**config.mk**
```make
export PLATFORM = sky130hd
export DESIGN_NAME = remote_fraction_regs
export DESIGN_NICKNAME = d
export VERILOG_FILES = /design/src/core/remote_fraction_pkg.sv /design/src/core/remote_fraction_regs.sv
export SDC_FILE = /design/constraint.sdc
export NUM_CORES = 1
export LEC_CHECK = 0
export ABC_AREA = 1
export ABC_CLOCK_PERIOD_IN_PS = 2100
export BUFFER_PORTS_ARGS = -buffer_cell sky130_fd_sc_hd__buf_4
export CAP_MARGIN = 20
export CORE_UTILIZATION = 35
export CTS_CLUSTER_DIAMETER = 30
export CTS_CLUSTER_SIZE = 14
export DETAILED_ROUTE_END_ITERATION = 8
export PLACE_DENSITY = 0.63
export SETUP_SLACK_MARGIN = 0.02
export SYNTH_ARGS = -nofsm -noshare
export SYNTH_HDL_FRONTEND = slang
export SYNTH_SLANG_ARGS = --single-unit
```
**constraint.sdc**
```tcl
create_clock -name clk_sys -period 2.1 [get_ports clk_sys]
set_input_delay 0.105 -clock clk_sys [delete_from_list [all_inputs] [get_ports clk_sys]]
set_output_delay 0.105 -clock clk_sys [all_outputs]
set_load 0.01 [all_outputs]
```
**src/core/remote_fraction_pkg.sv**
```systemverilog
// Shared constants and carrier types for the remote-zone fraction and limit registers.
package remote_fraction_pkg;

  // Command bytes seen on the register request port.
  localparam logic [7:0] CMD_RESULT_INTEGER  = 8'h01;
  localparam logic [7:0] CMD_HIGH_INTEGER    = 8'h07;
  localparam logic [7:0] CMD_LOW_INTEGER     = 8'h08;
  localparam logic [7:0] CMD_RESULT_FRACTION = 8'h10;
  localparam logic [7:0] CMD_HIGH_FRACTION   = 8'h13;
  localparam logic [7:0] CMD_LOW_FRACTION    = 8'h14;
  localparam logic [7:0] CMD_OVERTEMP        = 8'h19;

  // Reset values.
  localparam logic [7:0] RESET_RESULT_INTEGER  = 8'h00;
  localparam logic [7:0] RESET_RESULT_FRACTION = 8'h00;
  localparam logic [7:0] RESET_HIGH_FRACTION   = 8'h00;
  localparam logic [7:0] RESET_LOW_FRACTION    = 8'h00;
  localparam logic [7:0] RESET_OVERTEMP        = 8'h64;
  localparam logic [7:0] READ_UNMAPPED         = 8'h00;

  // Fraction field: bits 7..4 carry sixteenths of a degree, bits 3..0 read zero.
  localparam int         FRACTION_WIDTH = 4;
  localparam int         FRACTION_LSB   = 4;
  localparam logic [7:0] FRACTION_MASK  = 8'hf0;
  localparam logic [3:0] RESERVED_ZERO  = 4'h0;

  // One register request from the serial engine, same clock.
  typedef struct packed {
    logic [7:0] cmd;
    logic       wrStb;
    logic [7:0] wrData;
    logic       rdStb;
    logic       wordHiStb;
    logic       wordLoStb;
  } regReq_t;

  // Answer to a read, valid for one cycle.
  typedef struct packed {
    logic       valid;
    logic       refused;
    logic [7:0] data;
  } rdResp_t;

  // Result delivered by the converter at the end of a conversion.
  typedef struct packed {
    logic       done;
    logic [7:0] integerPart;
    logic [3:0] fractionPart;
  } conversion_t;

  // Fault queue purge pulses, one per remote limit.
  typedef struct packed {
    logic high;
    logic low;
    logic overtemp;
  } queuePurge_t;

  typedef enum logic [0:0] {WORD_IDLE, WORD_PENDING} wordPhase_t;

endpackage : remote_fraction_pkg

```
**src/core/remote_fraction_regs.sv**
```systemverilog
// Remote-zone result low byte, limit low bytes and overtemperature limit registers.
//
// Notes on behaviour
// - The result low byte returns the remote reading's fraction in bits 7..4 and zero in 3..0.
// - The result low byte is zero after reset and holds measured data after the first conversion.
// - One fraction step is a sixteenth of a degree, shown as a one in bit 4 with bits 3..0 zero.
// - A word read at command 01h returns the result high byte first, then the result low byte.
// - Both bytes of a word read come from one conversion, by capturing the low byte with the high.
// - Only the result high byte answers a word read; all others are single-byte reads.
// - The high limit low byte has writable fraction bits 7..4, reads zero in 3..0, resets to 0.
// - The low limit low byte has writable fraction bits 7..4, reads zero in 3..0, resets to 0.
// - Any write to a limit register purges and resets that limit's fault queue.
// - The overtemperature limit is a full eight-bit read/write register resetting to 64h.
// - The overtemperature limit is signed two's complement, one degree per step, zero is 00h.
// - The limit high bytes hold whole degrees and join their low bytes to form the full limits.
`timescale 1ns/10ps

module remote_fraction_regs (
  // Clock and reset
  input  wire logic                              clk_sys,
  input  wire logic                              nrst,
  // Register requests from the serial engine
  input  wire remote_fraction_pkg::regReq_t      req,
  output      remote_fraction_pkg::rdResp_t      resp,
  // Converter result
  input  wire remote_fraction_pkg::conversion_t  conv,
  // Whole-degree limit bytes held elsewhere in the unit
  input  wire logic [7:0]                        highLimitInteger,
  input  wire logic [7:0]                        lowLimitInteger,
  // Limits and status toward the comparators
  output      logic [11:0]                       remoteHighLimit,
  output      logic [11:0]                       remoteLowLimit,
  output      logic signed [7:0]                 remoteOvertempLimit,
  output      logic [11:0]                       remoteResult,
  output      logic                              resultValid,
  // Fault queue purge pulses
  output      remote_fraction_pkg::queuePurge_t  purge
);

  typedef struct packed {
    logic [7:0]                       resultInteger;
    logic [3:0]                       resultFraction;
    logic [3:0]                       wordFraction;
    remote_fraction_pkg::wordPhase_t  wordPhase;
    logic [3:0]                       highFraction;
    logic [3:0]                       lowFraction;
    logic [7:0]                       overtempLimit;
    logic                             valid;
    remote_fraction_pkg::rdResp_t     resp;
    remote_fraction_pkg::queuePurge_t purge;
    logic [11:0]                      highLimit;
    logic [11:0]                      lowLimit;
    logic [11:0]                      result;
  } state_t;

  state_t state;
  state_t next_state;

  // Places a four-bit fraction into a byte with the reserved nibble forced to zero.
  function automatic logic [7:0] fractionByte(input logic [3:0] frac);
    fractionByte = {frac, remote_fraction_pkg::RESERVED_ZERO};
  endfunction : fractionByte

  // Takes the writable nibble from a byte written by the host.
  function automatic logic [3:0] writeNibble(input logic [7:0] data);
    logic [7:0] kept;
    kept = data & remote_fraction_pkg::FRACTION_MASK;
    writeNibble = kept[remote_fraction_pkg::FRACTION_LSB +: remote_fraction_pkg::FRACTION_WIDTH];
  endfunction : writeNibble

  // Byte-read decode; command 01h is served here because its byte joins the word read.
  function automatic logic [8:0] byteRead(input logic [7:0] cmd, input state_t s);
    byteRead = {1'b0, remote_fraction_pkg::READ_UNMAPPED};
    unique case (cmd)
      remote_fraction_pkg::CMD_RESULT_INTEGER:  byteRead = {1'b1, s.resultInteger};
      remote_fraction_pkg::CMD_RESULT_FRACTION: byteRead = {1'b1, fractionByte(s.resultFraction)};
      remote_fraction_pkg::CMD_HIGH_FRACTION:   byteRead = {1'b1, fractionByte(s.highFraction)};
      remote_fraction_pkg::CMD_LOW_FRACTION:    byteRead = {1'b1, fractionByte(s.lowFraction)};
      remote_fraction_pkg::CMD_OVERTEMP:        byteRead = {1'b1, s.overtempLimit};
      default:                                  byteRead = {1'b0, remote_fraction_pkg::READ_UNMAPPED};
    endcase
  endfunction : byteRead

  always_comb begin
    logic [8:0] rd;
    rd         = 9'h000;
    next_state = state;

    // Pulses last a single cycle.
    next_state.resp  = '0;
    next_state.purge = '0;

    // A new conversion overwrites the live result; a word read in flight keeps its copy.
    if (conv.done) begin
      next_state.resultInteger  = conv.integerPart;
      next_state.resultFraction = conv.fractionPart;
      next_state.valid          = 1'b1;
    end

    // Host writes to the limit registers.
    if (req.wrStb) begin
      unique case (req.cmd)
        remote_fraction_pkg::CMD_HIGH_FRACTION: begin
          next_state.highFraction = writeNibble(req.wrData);
          next_state.purge.high   = 1'b1;
        end
        remote_fraction_pkg::CMD_LOW_FRACTION: begin
          next_state.lowFraction = writeNibble(req.wrData);
          next_state.purge.low   = 1'b1;
        end
        remote_fraction_pkg::CMD_OVERTEMP: begin
          next_state.overtempLimit  = req.wrData;
          next_state.purge.overtemp = 1'b1;
        end
        // The whole-degree bytes live elsewhere, but their writes still purge here.
        remote_fraction_pkg::CMD_HIGH_INTEGER: next_state.purge.high = 1'b1;
        remote_fraction_pkg::CMD_LOW_INTEGER:  next_state.purge.low  = 1'b1;
        default: begin
        end
      endcase
    end

    // Reads: one kind per cycle, word phases take priority over byte reads.
    if (req.wordHiStb) begin
      next_state.resp.valid = 1'b1;
      if (req.cmd == remote_fraction_pkg::CMD_RESULT_INTEGER) begin
        // Both bytes come from state as it stood, before any conversion landing now.
        next_state.resp.data    = state.resultInteger;
        next_state.wordFraction = state.resultFraction;
        next_state.wordPhase    = remote_fraction_pkg::WORD_PENDING;
      end else begin
        next_state.resp.refused = 1'b1;
        next_state.wordPhase    = remote_fraction_pkg::WORD_IDLE;
      end
    end else if (req.wordLoStb) begin
      next_state.resp.valid = 1'b1;
      if (state.wordPhase == remote_fraction_pkg::WORD_PENDING &&
          req.cmd == remote_fraction_pkg::CMD_RESULT_INTEGER) begin
        next_state.resp.data = fractionByte(state.wordFraction);
      end else begin
        next_state.resp.refused = 1'b1;
      end
      next_state.wordPhase = remote_fraction_pkg::WORD_IDLE;
    end else if (req.rdStb) begin
      rd                      = byteRead(req.cmd, state);
      next_state.resp.valid   = 1'b1;
      next_state.resp.refused = ~rd[8];
      next_state.resp.data    = rd[7:0];
      // A plain byte read abandons any half-finished word read.
      next_state.wordPhase    = remote_fraction_pkg::WORD_IDLE;
    end

    // Full limits and result, registered so every output leaves from a flip-flop.
    next_state.highLimit = {highLimitInteger, next_state.highFraction};
    next_state.lowLimit  = {lowLimitInteger, next_state.lowFraction};
    next_state.result    = {next_state.resultInteger, next_state.resultFraction};
  end

  always_ff @(posedge clk_sys or negedge nrst) begin
    if (!nrst) begin
      state.resultInteger  <= remote_fraction_pkg::RESET_RESULT_INTEGER;
      state.resultFraction <= remote_fraction_pkg::RESET_RESULT_FRACTION[7:4];
      state.wordFraction   <= remote_fraction_pkg::RESET_RESULT_FRACTION[7:4];
      state.wordPhase      <= remote_fraction_pkg::WORD_IDLE;
      state.highFraction   <= remote_fraction_pkg::RESET_HIGH_FRACTION[7:4];
      state.lowFraction    <= remote_fraction_pkg::RESET_LOW_FRACTION[7:4];
      state.overtempLimit  <= remote_fraction_pkg::RESET_OVERTEMP;
      state.valid          <= 1'b0;
      state.resp           <= '0;
      state.purge          <= '0;
      state.highLimit      <= 12'h000;
      state.lowLimit       <= 12'h000;
      state.result         <= 12'h000;
    end else begin
      state <= next_state;
    end
  end

  assign resp                = state.resp;
  assign purge               = state.purge;
  assign remoteHighLimit     = state.highLimit;
  assign remoteLowLimit      = state.lowLimit;
  // Signed reading of the same bits; no conversion is applied.
  assign remoteOvertempLimit = signed'(state.overtempLimit);
  assign remoteResult        = state.result;
  assign resultValid         = state.valid;

endmodule : remote_fraction_regs

```
After elaboration in Yosys (flattened, before gate mapping)

Cells that the tools add are included.

Word-level logic and storage cells: 55
Bits of input ports: 51
Output and inout bits: 58
Flip-flop bits (word level): 83

Equality and inequality tests: 7
Multiplexer cells: 24
Reduce and logical (&&, ||, !) cells: 6
Bitwise logic cells: 1

Operators with widths:

| operator                                                         | count |
|---|---|
| 9-bit one-hot mux with 5 select lines                            | 1 |
| 8-bit by 5-bit == test with 1-bit output (second input constant) | 4 |
| 10-bit 2-to-1 mux                                                | 3 |
| 9-bit 2-to-1 mux                                                 | 3 |
| 8-bit 2-to-1 mux                                                 | 3 |
| 16-bit 2-to-1 mux                                                | 1 |
| 12-bit 2-to-1 mux                                                | 1 |
| 1-bit 2-to-1 mux                                                 | 9 |
| 8-bit by 1-bit == test with 1-bit output (second input constant) | 1 |
| 8-bit by 3-bit == test with 1-bit output (second input constant) | 1 |
| 8-bit by 4-bit == test with 1-bit output (second input constant) | 1 |
| 4-bit 2-to-1 mux                                                 | 2 |
| 2-bit AND reduction                                              | 2 |
| 2-bit OR reduction                                               | 2 |
| 3-bit 2-to-1 mux                                                 | 1 |
| 3-bit nonzero test                                               | 1 |
| 1-bit logical AND                                                | 1 |
| 1-bit inverter                                                   | 1 |

Longest topological paths before layout

Gate-level depths: netlist (run 1).

Depth in word-level cells: 9
Gate-level depth with buffers: 10

Least setup slack after synthesis (run 1)

No wires, ideal clock.

Kind: input-to-reg
Start: in req[17] (netlist name)
End: reg state (netlist bit remoteHighLimit[0])
Path buffers: 1
Setup time: 0.127 ns
Path slack: 1.056 ns
Stages: 6
Required time: 1.973 ns
Data arrival time: 0.917 ns
Path through: inv_2 nand2_2 nor2_4 buf_6 nand3_4 mux2_1

Longest elaborated chain between the ends: 3

Ends and longest elaborated chain:

| item                                     | line                        | source |
|---|---|---|
| start: declaration                       | remote_fraction_regs.sv:23  | `input wire remote_fraction_pkg::regReq_t req,` |
| 8-bit by 5-bit == test with 1-bit output | remote_fraction_regs.sv:102 | `unique case (req.cmd)` |
| 4-bit 2-to-1 mux                         | remote_fraction_regs.sv:102 |  |
| 16-bit 2-to-1 mux                        | remote_fraction_regs.sv:101 | `if (req.wrStb) begin` |
| end signal: assignment                   | remote_fraction_regs.sv:175 | `state <= next_state;` |
| end: declaration                         | remote_fraction_regs.sv:56  | `state_t state;` |

Every way passes these cells.
A chain may end at the register's enable or synchronous reset.

Final worst setup path (run 1)

Start: reg state (netlist bit remoteOvertempLimit[5])
End: out remoteOvertempLimit[5]

RTL lines:

| item             | line                       | source |
|---|---|---|
| end: declaration | remote_fraction_regs.sv:33 | `output logic signed [7:0] remoteOvertempLimit,` |

No word-level cell between the ends.

==> metrics.yaml, run 1 <==
detailed_routing:
  wl_per_cell_um: 13.0
  antenna_left: 0
  routed_via_density: 4.41
  finalWirelength_um: 7250
  via_count: 2453
  first_iter_violations: 86
  drc: 0
  drt_first_pass_iters: 6
finish:
  final_layout_size_suffix_gt1_frac: 0.344
  syn_to_final_growth_pct: 33.6
  finalNetCount: 494
  n_antenna_cell: 0
  fillerInstances: 846
placement:
  io_buffers: 108
  hpwlAfterDp_um: 5300
  gp_congestion: 0.861
clocking:
  cts_sinks: 63
  cts_resized: 0
  cts_made_buffers: 9
  cts_tree: "built"
  clk_path_buf_depth: 2
  cts_hold_buffers: 36
  cts_root_buf: "clkbuf_8"
  clk_latency_ps: 340
  clk_pin_slew_ps: 80
  h-tree-depth: 3
  post-cts-setup-buffers: 0
critical_path:
  path_delay_family: "flip-flops"
  startpoint_type: "flop"
  r2r-end: "resp[5]"
  crit_required_ps: 2000
  crit_path_end: "remoteOvertempLimit[5]"
  crit_start: "remoteOvertempLimit[5]"
  r2r_setup_slack_ps: 1120
  reg2reg_depth: 6
  cp_max_fo: 2
  reg2reg_from: "remoteOvertempLimit[5]"
  crit_cells: 1
  arrival_ps: 1000
  path_buf_inv: 1
  critPathCaptureType: "output port"
  cp_slowest_stage_delay_ps: 540
  cp_cell_sequence: "buf_4"
  worstSetupPathType: "flop to output port"
  worst_path_max_delay_cell: "dfstp_2"
floorplanning:
  io_pins: 109
  die_y_um: 96.4
  coreArea_um2: 8680
  num_rows: 34
  dieArea_um2: 9290
  initial_utilization: 0.359
  chipWidth_um: 96.4
timing:
  rsz0062_at_grt: "false"
  holdWs_ps: 15.9
  totalNegativeSetupSlack_ps: 0
  setup_viol: 0
  period_needed_ps: 1100
  post-route-period-util: 0.526
  final-hold-violation-count: 0
  tightestPinTransition_ps: 790
  fmax_ghz: 0.905
  skew_ps: 7.83
  slew_viol_final: 0
  slew-limit-headroom: 0.474
power_and_ir_drop:
  p_leak_nw: 2.13
  p_total_mw: 2.76
  ir_worst_vdd_mv: 0.274
  powerDensity_nw_per_um2: 663
yosys:
  ys_ff_latch: 63
  synth_area_um2: 3120
  ys_warn_count: 0
  synth_area_per_cell_um2: 8.93
  syn_nets: 400
  synth.distinct_cells: 24
  synth-seq-area-share: 0.507
  syn_inst: 349
outcome:
  status: "complete, no violations"
global_route:
  antenna_found_initial: 0
  grt_pass1_vias: 2416
  grt_pass1_wl_um: 11100
  grt_start_max_net_pins: 64
  grt-ovfl-total: 0
  track_usage: 0.164
worst_hold_path:
  hp-class: "primary input to flop"
flow_run:
  cap_violations: 0
kinds of logic (layout without fill, tap and decap cells):
kind of cell           count (synthesis)  in the layout  share of synthesized area
and+or+nand+nor                      133            133                      0.205
AOI/OAI and AO/OA                     43             43                     0.0727
muxes                                  4              4                     0.0145
DFF                                   63             63                      0.507
buffers and inverters                106            205                      0.201
cell usage after synthesis (all sizes together):
master,instances,area share
dfstp,3,0.025
a21o,1,0.0024
a21oi,4,0.0064
o41ai,1,0.0028
inv,45,0.054
dfrtp,60,0.48
or2,1,0.0020
mux2,4,0.014
nand2,81,0.10
nand3,23,0.047
nor2,28,0.052
o21ai,33,0.053
clkbuf,2,0.0024
o22ai,4,0.0080
buf,59,0.14
state kept, by name, summed over array words and instances, names as in the netlist:
signal	cells
remoteHighLimit	12
remoteOvertempLimit	8
resp	10
remoteLowLimit	12
purge	3
remoteResult	12
state	5
resultValid	1
routing by layer:
metal / part of all wire / global-route usage / routed length (um)
met4: 0.015 / 0.0699 / 110
met2: 0.49 / 0.291 / 3540
met5: 0 / 0 / 0
met3: 0.073 / 0.0340 / 526
met1: 0.42 / 0.190 / 3070
worst min path at each step:
stage	start	endpoint	slack [ps]	cells after the start
final	req[0]	resp[9]	20	3
after global routing	conv[7]	remoteResult[7]	4	3
after CTS	req[0]	resp[9]	0.7	3
after detailed placement	highLimitInteger[7]	remoteHighLimit[11]	220	1
after global placement	highLimitInteger[3]	remoteHighLimit[7]	210	1
after floorplan	nrst	purge[0]	-190	0
final cells by class:
type | count | area, um2 | share of cell area
timing repair buffer | 144 | 1170 | 0.281
sequential | 63 | 1580 | 0.380
multi-input combinational | 180 | 910 | 0.219
tap | 108 | 135 | 0.0325
inverter | 45 | 169 | 0.0406
clock buffer | 9 | 124 | 0.0298
clock inverter | 7 | 73.8 | 0.0177
layout by cell type, fill, tap and decap left out, drive strengths merged:
cell type      n
a21o           1
a21oi          4
buf          108
bufinv         1
clkbuf         9
clkinv         2
clkinvlp       4
dfrtp         60
dfstp          3
dlygate4sd3   36
inv           45
mux2           4
nand2         81
nand3         23
nor2          28
o21ai         33
o22ai          4
o41ai          1
or2            1
report_power, final:
part / internal [mW] / total (mW) / switching (mW)
Combinational: 0.207 / 0.390 / 0.183
Clock: 0.546 / 1.04 / 0.498
Sequential: 1.28 / 1.32 / 0.0425
Total: 2.03 / 2.76 / 0.724
through the flow:
step	instances	area [um2]	utilization	setup WS [ps]
2_1_floorplan	349	3120	-	1060
5_1_grt	556	4160	0.480	830
4_1_cts	556	4160	0.480	972
6_report	556	4160	0.480	996
3_3_place_gp	504	3600	0.415	690
3_5_place_dp	504	3600	0.415	636
Note: power is estimated with default switching activity, not from simulation.
==> inputs of run 2 (changes only) <==
--- a/config.mk
+++ b/config.mk
@@ -5,15 +5,15 @@
 export SDC_FILE = /design/constraint.sdc
 export NUM_CORES = 1
 export LEC_CHECK = 0
-export ABC_AREA = 1
-export ABC_CLOCK_PERIOD_IN_PS = 2100
+export ABC_AREA = 0
+export ABC_CLOCK_PERIOD_IN_PS = 900
 export BUFFER_PORTS_ARGS = -buffer_cell sky130_fd_sc_hd__buf_4
 export CAP_MARGIN = 20
 export CORE_UTILIZATION = 35
 export CTS_CLUSTER_DIAMETER = 30
 export CTS_CLUSTER_SIZE = 14
 export DETAILED_ROUTE_END_ITERATION = 8
-export PLACE_DENSITY = 0.63
+export PLACE_DENSITY = 0.67
 export SETUP_SLACK_MARGIN = 0.02
 export SYNTH_ARGS = -nofsm -noshare
 export SYNTH_HDL_FRONTEND = slang
==> constraint.sdc (replaced) <==
create_clock -name clk_sys -period 0.9 [get_ports clk_sys]
set_input_delay 0.045 -clock clk_sys [delete_from_list [all_inputs] [get_ports clk_sys]]
set_output_delay 0.045 -clock clk_sys [all_outputs]
set_load 0.01 [all_outputs]
==> run 2 against run 1 <==
The run now ends with setup timing left. Hold slack better by 6.9 ps. Critical path depth grew 1. Sequential share of layout area shrank 6.7 points. Largest power group is now the clock network.
==> metrics.yaml, run 2 <==
outcome:
  status: "finished, violations left"  # was complete, no violations
  violations: "setup timing"
critical_path:
  cp_cell_sequence: "buf_6 > buf_6"  # was buf_4
  cp_slowest_stage_delay_ps: 550  # was 540 ps
  crit_required_ps: 850  # was 2000 ps
  path_delay_family: "flip-flops"  # unchanged
  path_buf_inv: 2  # was 1
  critPathCaptureType: "output port"  # unchanged
  worst_path_max_delay_cell: "dfstp_2"  # unchanged
  cp_max_fo: 2  # unchanged
  worstSetupPathType: "flop to output port"  # unchanged
  arrival_ps: 1070  # was 1000 ps
  startpoint_type: "flop"  # unchanged
  cpMostUsedCell: "buf_6"
detailed_routing:
  antenna_left: 0  # unchanged
  first_iter_violations: 47  # was 86
  drt_first_pass_iters: 4  # was 6
  finalWirelength_um: 7600  # was 7250 um
  via_count: 2239  # was 2453
  wl_per_cell_um: 15.5  # was 13.0 um
  drc: 0  # unchanged
  routed_via_density: 4.57  # was 4.41
yosys:
  syn_nets: 272  # was 400
  synth_top_area_frac: 0.522  # was 0.482
  ys_ff_latch: 63  # unchanged
  syn_inst: 221  # was 349
  synth_area_um2: 2880  # was 3120 um2
  synth.top_cells.by_count: "dfrtp_1 (60), buf_4 (58), mux2_2 (28)"  # was nand2_1 (75), dfrtp_1 (60), buf_4 (57)
  ys_top_cells_by_area: "dfrtp_1 (52%), buf_4 (15%), mux2_2 (11%), dfstp_2 (2.7%), a22oi_1 (2.1%)"  # was dfrtp_1 (48%), buf_4 (14%), nand2_1 (9.0%), inv_1 (4.7%), o21ai_0 (4.5%)
  synth-seq-area-share: 0.549  # was 0.507
  async_reset_ff_frac: 1.00  # unchanged
  synth_area_per_cell_um2: 13.0  # was 8.93 um2
  synth.distinct_cells: 37  # was 24
  synth_top_area_cell: "dfrtp_1"  # unchanged
  synthFlopType: "dfrtp_1"  # unchanged
  post-synth-top-count-cell: "dfrtp_1"  # was nand2_1
  synth_edf_count: 0  # unchanged
  ys_warn_count: 0  # unchanged
flow_run:
  cap_violations: 0  # unchanged
clocking:
  clk_pin_slew_ps: 70  # was 80 ps
  cts_tree: "built"  # unchanged
  clk_path_buf_depth: 2  # unchanged
  clk_latency_ps: 350  # was 340 ps
  h-tree-depth: 3  # unchanged
  cts_sinks: 63  # unchanged
  cts_root_buf: "clkbuf_8"  # unchanged
  cts_made_buffers: 9  # unchanged
power_and_ir_drop:
  ir_worst_vdd_mv: 0.838  # was 0.274 mV
  p_leak_nw: 2.46  # was 2.13 nW
  p_total_mw: 7.81  # was 2.76 mW
  powerDensity_nw_per_um2: 1550  # was 663 nW/um2
finish:
  syn_to_final_growth_pct: 75.5  # was 33.6%
  final_layout_size_suffix_gt1_frac: 0.631  # was 0.344
  n_antenna_cell: 0  # unchanged
  finalNetCount: 434  # was 494
  final_common_cell: "buf_6"  # was buf_4
  stdcell_count: 490  # was 556
  mostFrequentLayoutCells: "buf_6 (95), buf_4 (77), dfrtp_1 (60), dlygate4sd3_1 (38), mux2_4 (17)"  # was buf_4 (108), nand2_1 (75), dfrtp_1 (60), inv_1 (39), dlygate4sd3_1 (36)
  utilization: 0.643  # was 0.480
floorplanning:
  initial_utilization: 0.367  # was 0.359
  num_rows: 32  # was 34
  die_y_um: 92.7  # was 96.4 um
  coreArea_um2: 7850  # was 8680 um2
  chipWidth_um: 92.7  # was 96.4 um
  dieArea_um2: 8580  # was 9290 um2
  io_pins: 109  # unchanged
timing:
  tightestPinTransition_ps: 347  # was 790 ps
  rsz0062_at_grt: "true"  # was false
  period_needed_ps: 1120
  final-hold-violation-count: 0  # unchanged
  fmax_ghz: 0.895
  holdWs_ps: 22.8  # was 15.9 ps
  post-route-period-util: 1.24
  skew_ps: 8.77  # was 7.83 ps
  setup_viol: 59  # was 0
  slew-limit-headroom: 0.767  # was 0.474
  slew_viol_final: 0  # unchanged
  fin_ws_ps: -218  # was 996 ps
global_route:
  antenna_found_initial: 0  # unchanged
  grt_start_max_net_pins: 64  # unchanged
  grt-ovfl-total: 0  # unchanged
  track_usage: 0.183  # was 0.164
  grt_pass1_vias: 2349  # was 2416
  grt_pass1_wl_um: 11700  # was 11100 um
placement:
  pre_cts_ws_ps: -598  # was 636 ps
  io_buffers: 108  # unchanged
  hpwlAfterDp_um: 4580  # was 5300 um
  dp_cells: 409  # was 504
  gp_congestion: 0.760  # was 0.861
worst_hold_path:
  hp-class: "primary input to flop"  # unchanged
==> run 2: cell types whose count changed in the layout (fill, tap and decap cells not counted), sizes merged, moves of 8 or more <==
cell,before,now
nand2,81,3
buf,108,173
inv,45,4
o21ai,33,1
mux2,4,32
nor2,28,2
nand3,23,1
a22oi,0,8
==> run 2: tightest hold or removal path, stage by stage <==
cell    delay, ps
buf_4         150
nor3_1         90
inv_1          60
==> run 2: metal layers <==
layer  up-vias  track usage  part of all wire
li1       1042            -                 -
met1      1109        0.210              0.40
met2        76        0.320              0.53
met3        12       0.0509             0.057
met4         0       0.0718             0.012
met5         -            0                 0
==> run 2: final timing paths <==
path | slack [ps] | startpoint | to | cells past startpoint
worst max-delay path | -220 | remoteOvertempLimit[6] | remoteOvertempLimit[6] | 2
worst min-delay path | 20 | req[1] | resp[9] | 3
worst max register to register | -190 | remoteOvertempLimit[6] | resp[6] | 3
worst min register to register | 490 | resultValid | resultValid | 1
max in group asynchronous | 320 | nrst | remoteOvertempLimit[2] | 3
min in group asynchronous | 230 | nrst | remoteLowLimit[10] | 3
==> run 2: cell families (layout without fill, tap and decap cells) <==
kind of cell | after synthesis | count (layout) | synth area share
buffers and inverters | 64 | 231 | 0.160
flip-flops | 63 | 63 | 0.549
multiplexers | 36 | 36 | 0.144
AND/OR/NAND/NOR | 29 | 29 | 0.0709
AO/OA/AOI/OAI | 27 | 27 | 0.0696
XOR/XNOR | 2 | 2 | 0.00609
==> run 2: metrics by stage <==
| stage | TNS [ps] | cell area, um2 |
|---|---|---|
| 5_1_grt | -7620 | 5050 |
| 4_1_cts | -4990 | 4890 |
| 6_report | -4900 | 5050 |
| 3_5_place_dp | -13350 | 3690 |
| 2_1_floorplan | -6630 | 2930 |
| 3_3_place_gp | -12650 | 3690 |
==> run 2: what timing repair did <==
action	in CTS	in global routing
pin swaps	6	3
endpoints found under the hold margin	109	0
hold buffers	39	0
setup buffers	20	6
resized for setup	103	26
setup endpoints to repair	89	96
==> run 2: layout make-up <==
cell class                 count  area, um2
fill                         595       2800
timing repair buffer         212       2060
sequential                    63       1580
multi-input combinational     94       1000
clock inverter                 7        144
tap                          102        128
clock buffer                   9        124
inverter                       3       11.3
==> run 2: report_power, final <==
group          internal [mW]  switching [mW]  leakage [nW]
registers               2.97           0.105         0.788
logic                  0.934           0.487          1.54
clock network           2.13            1.18         0.126
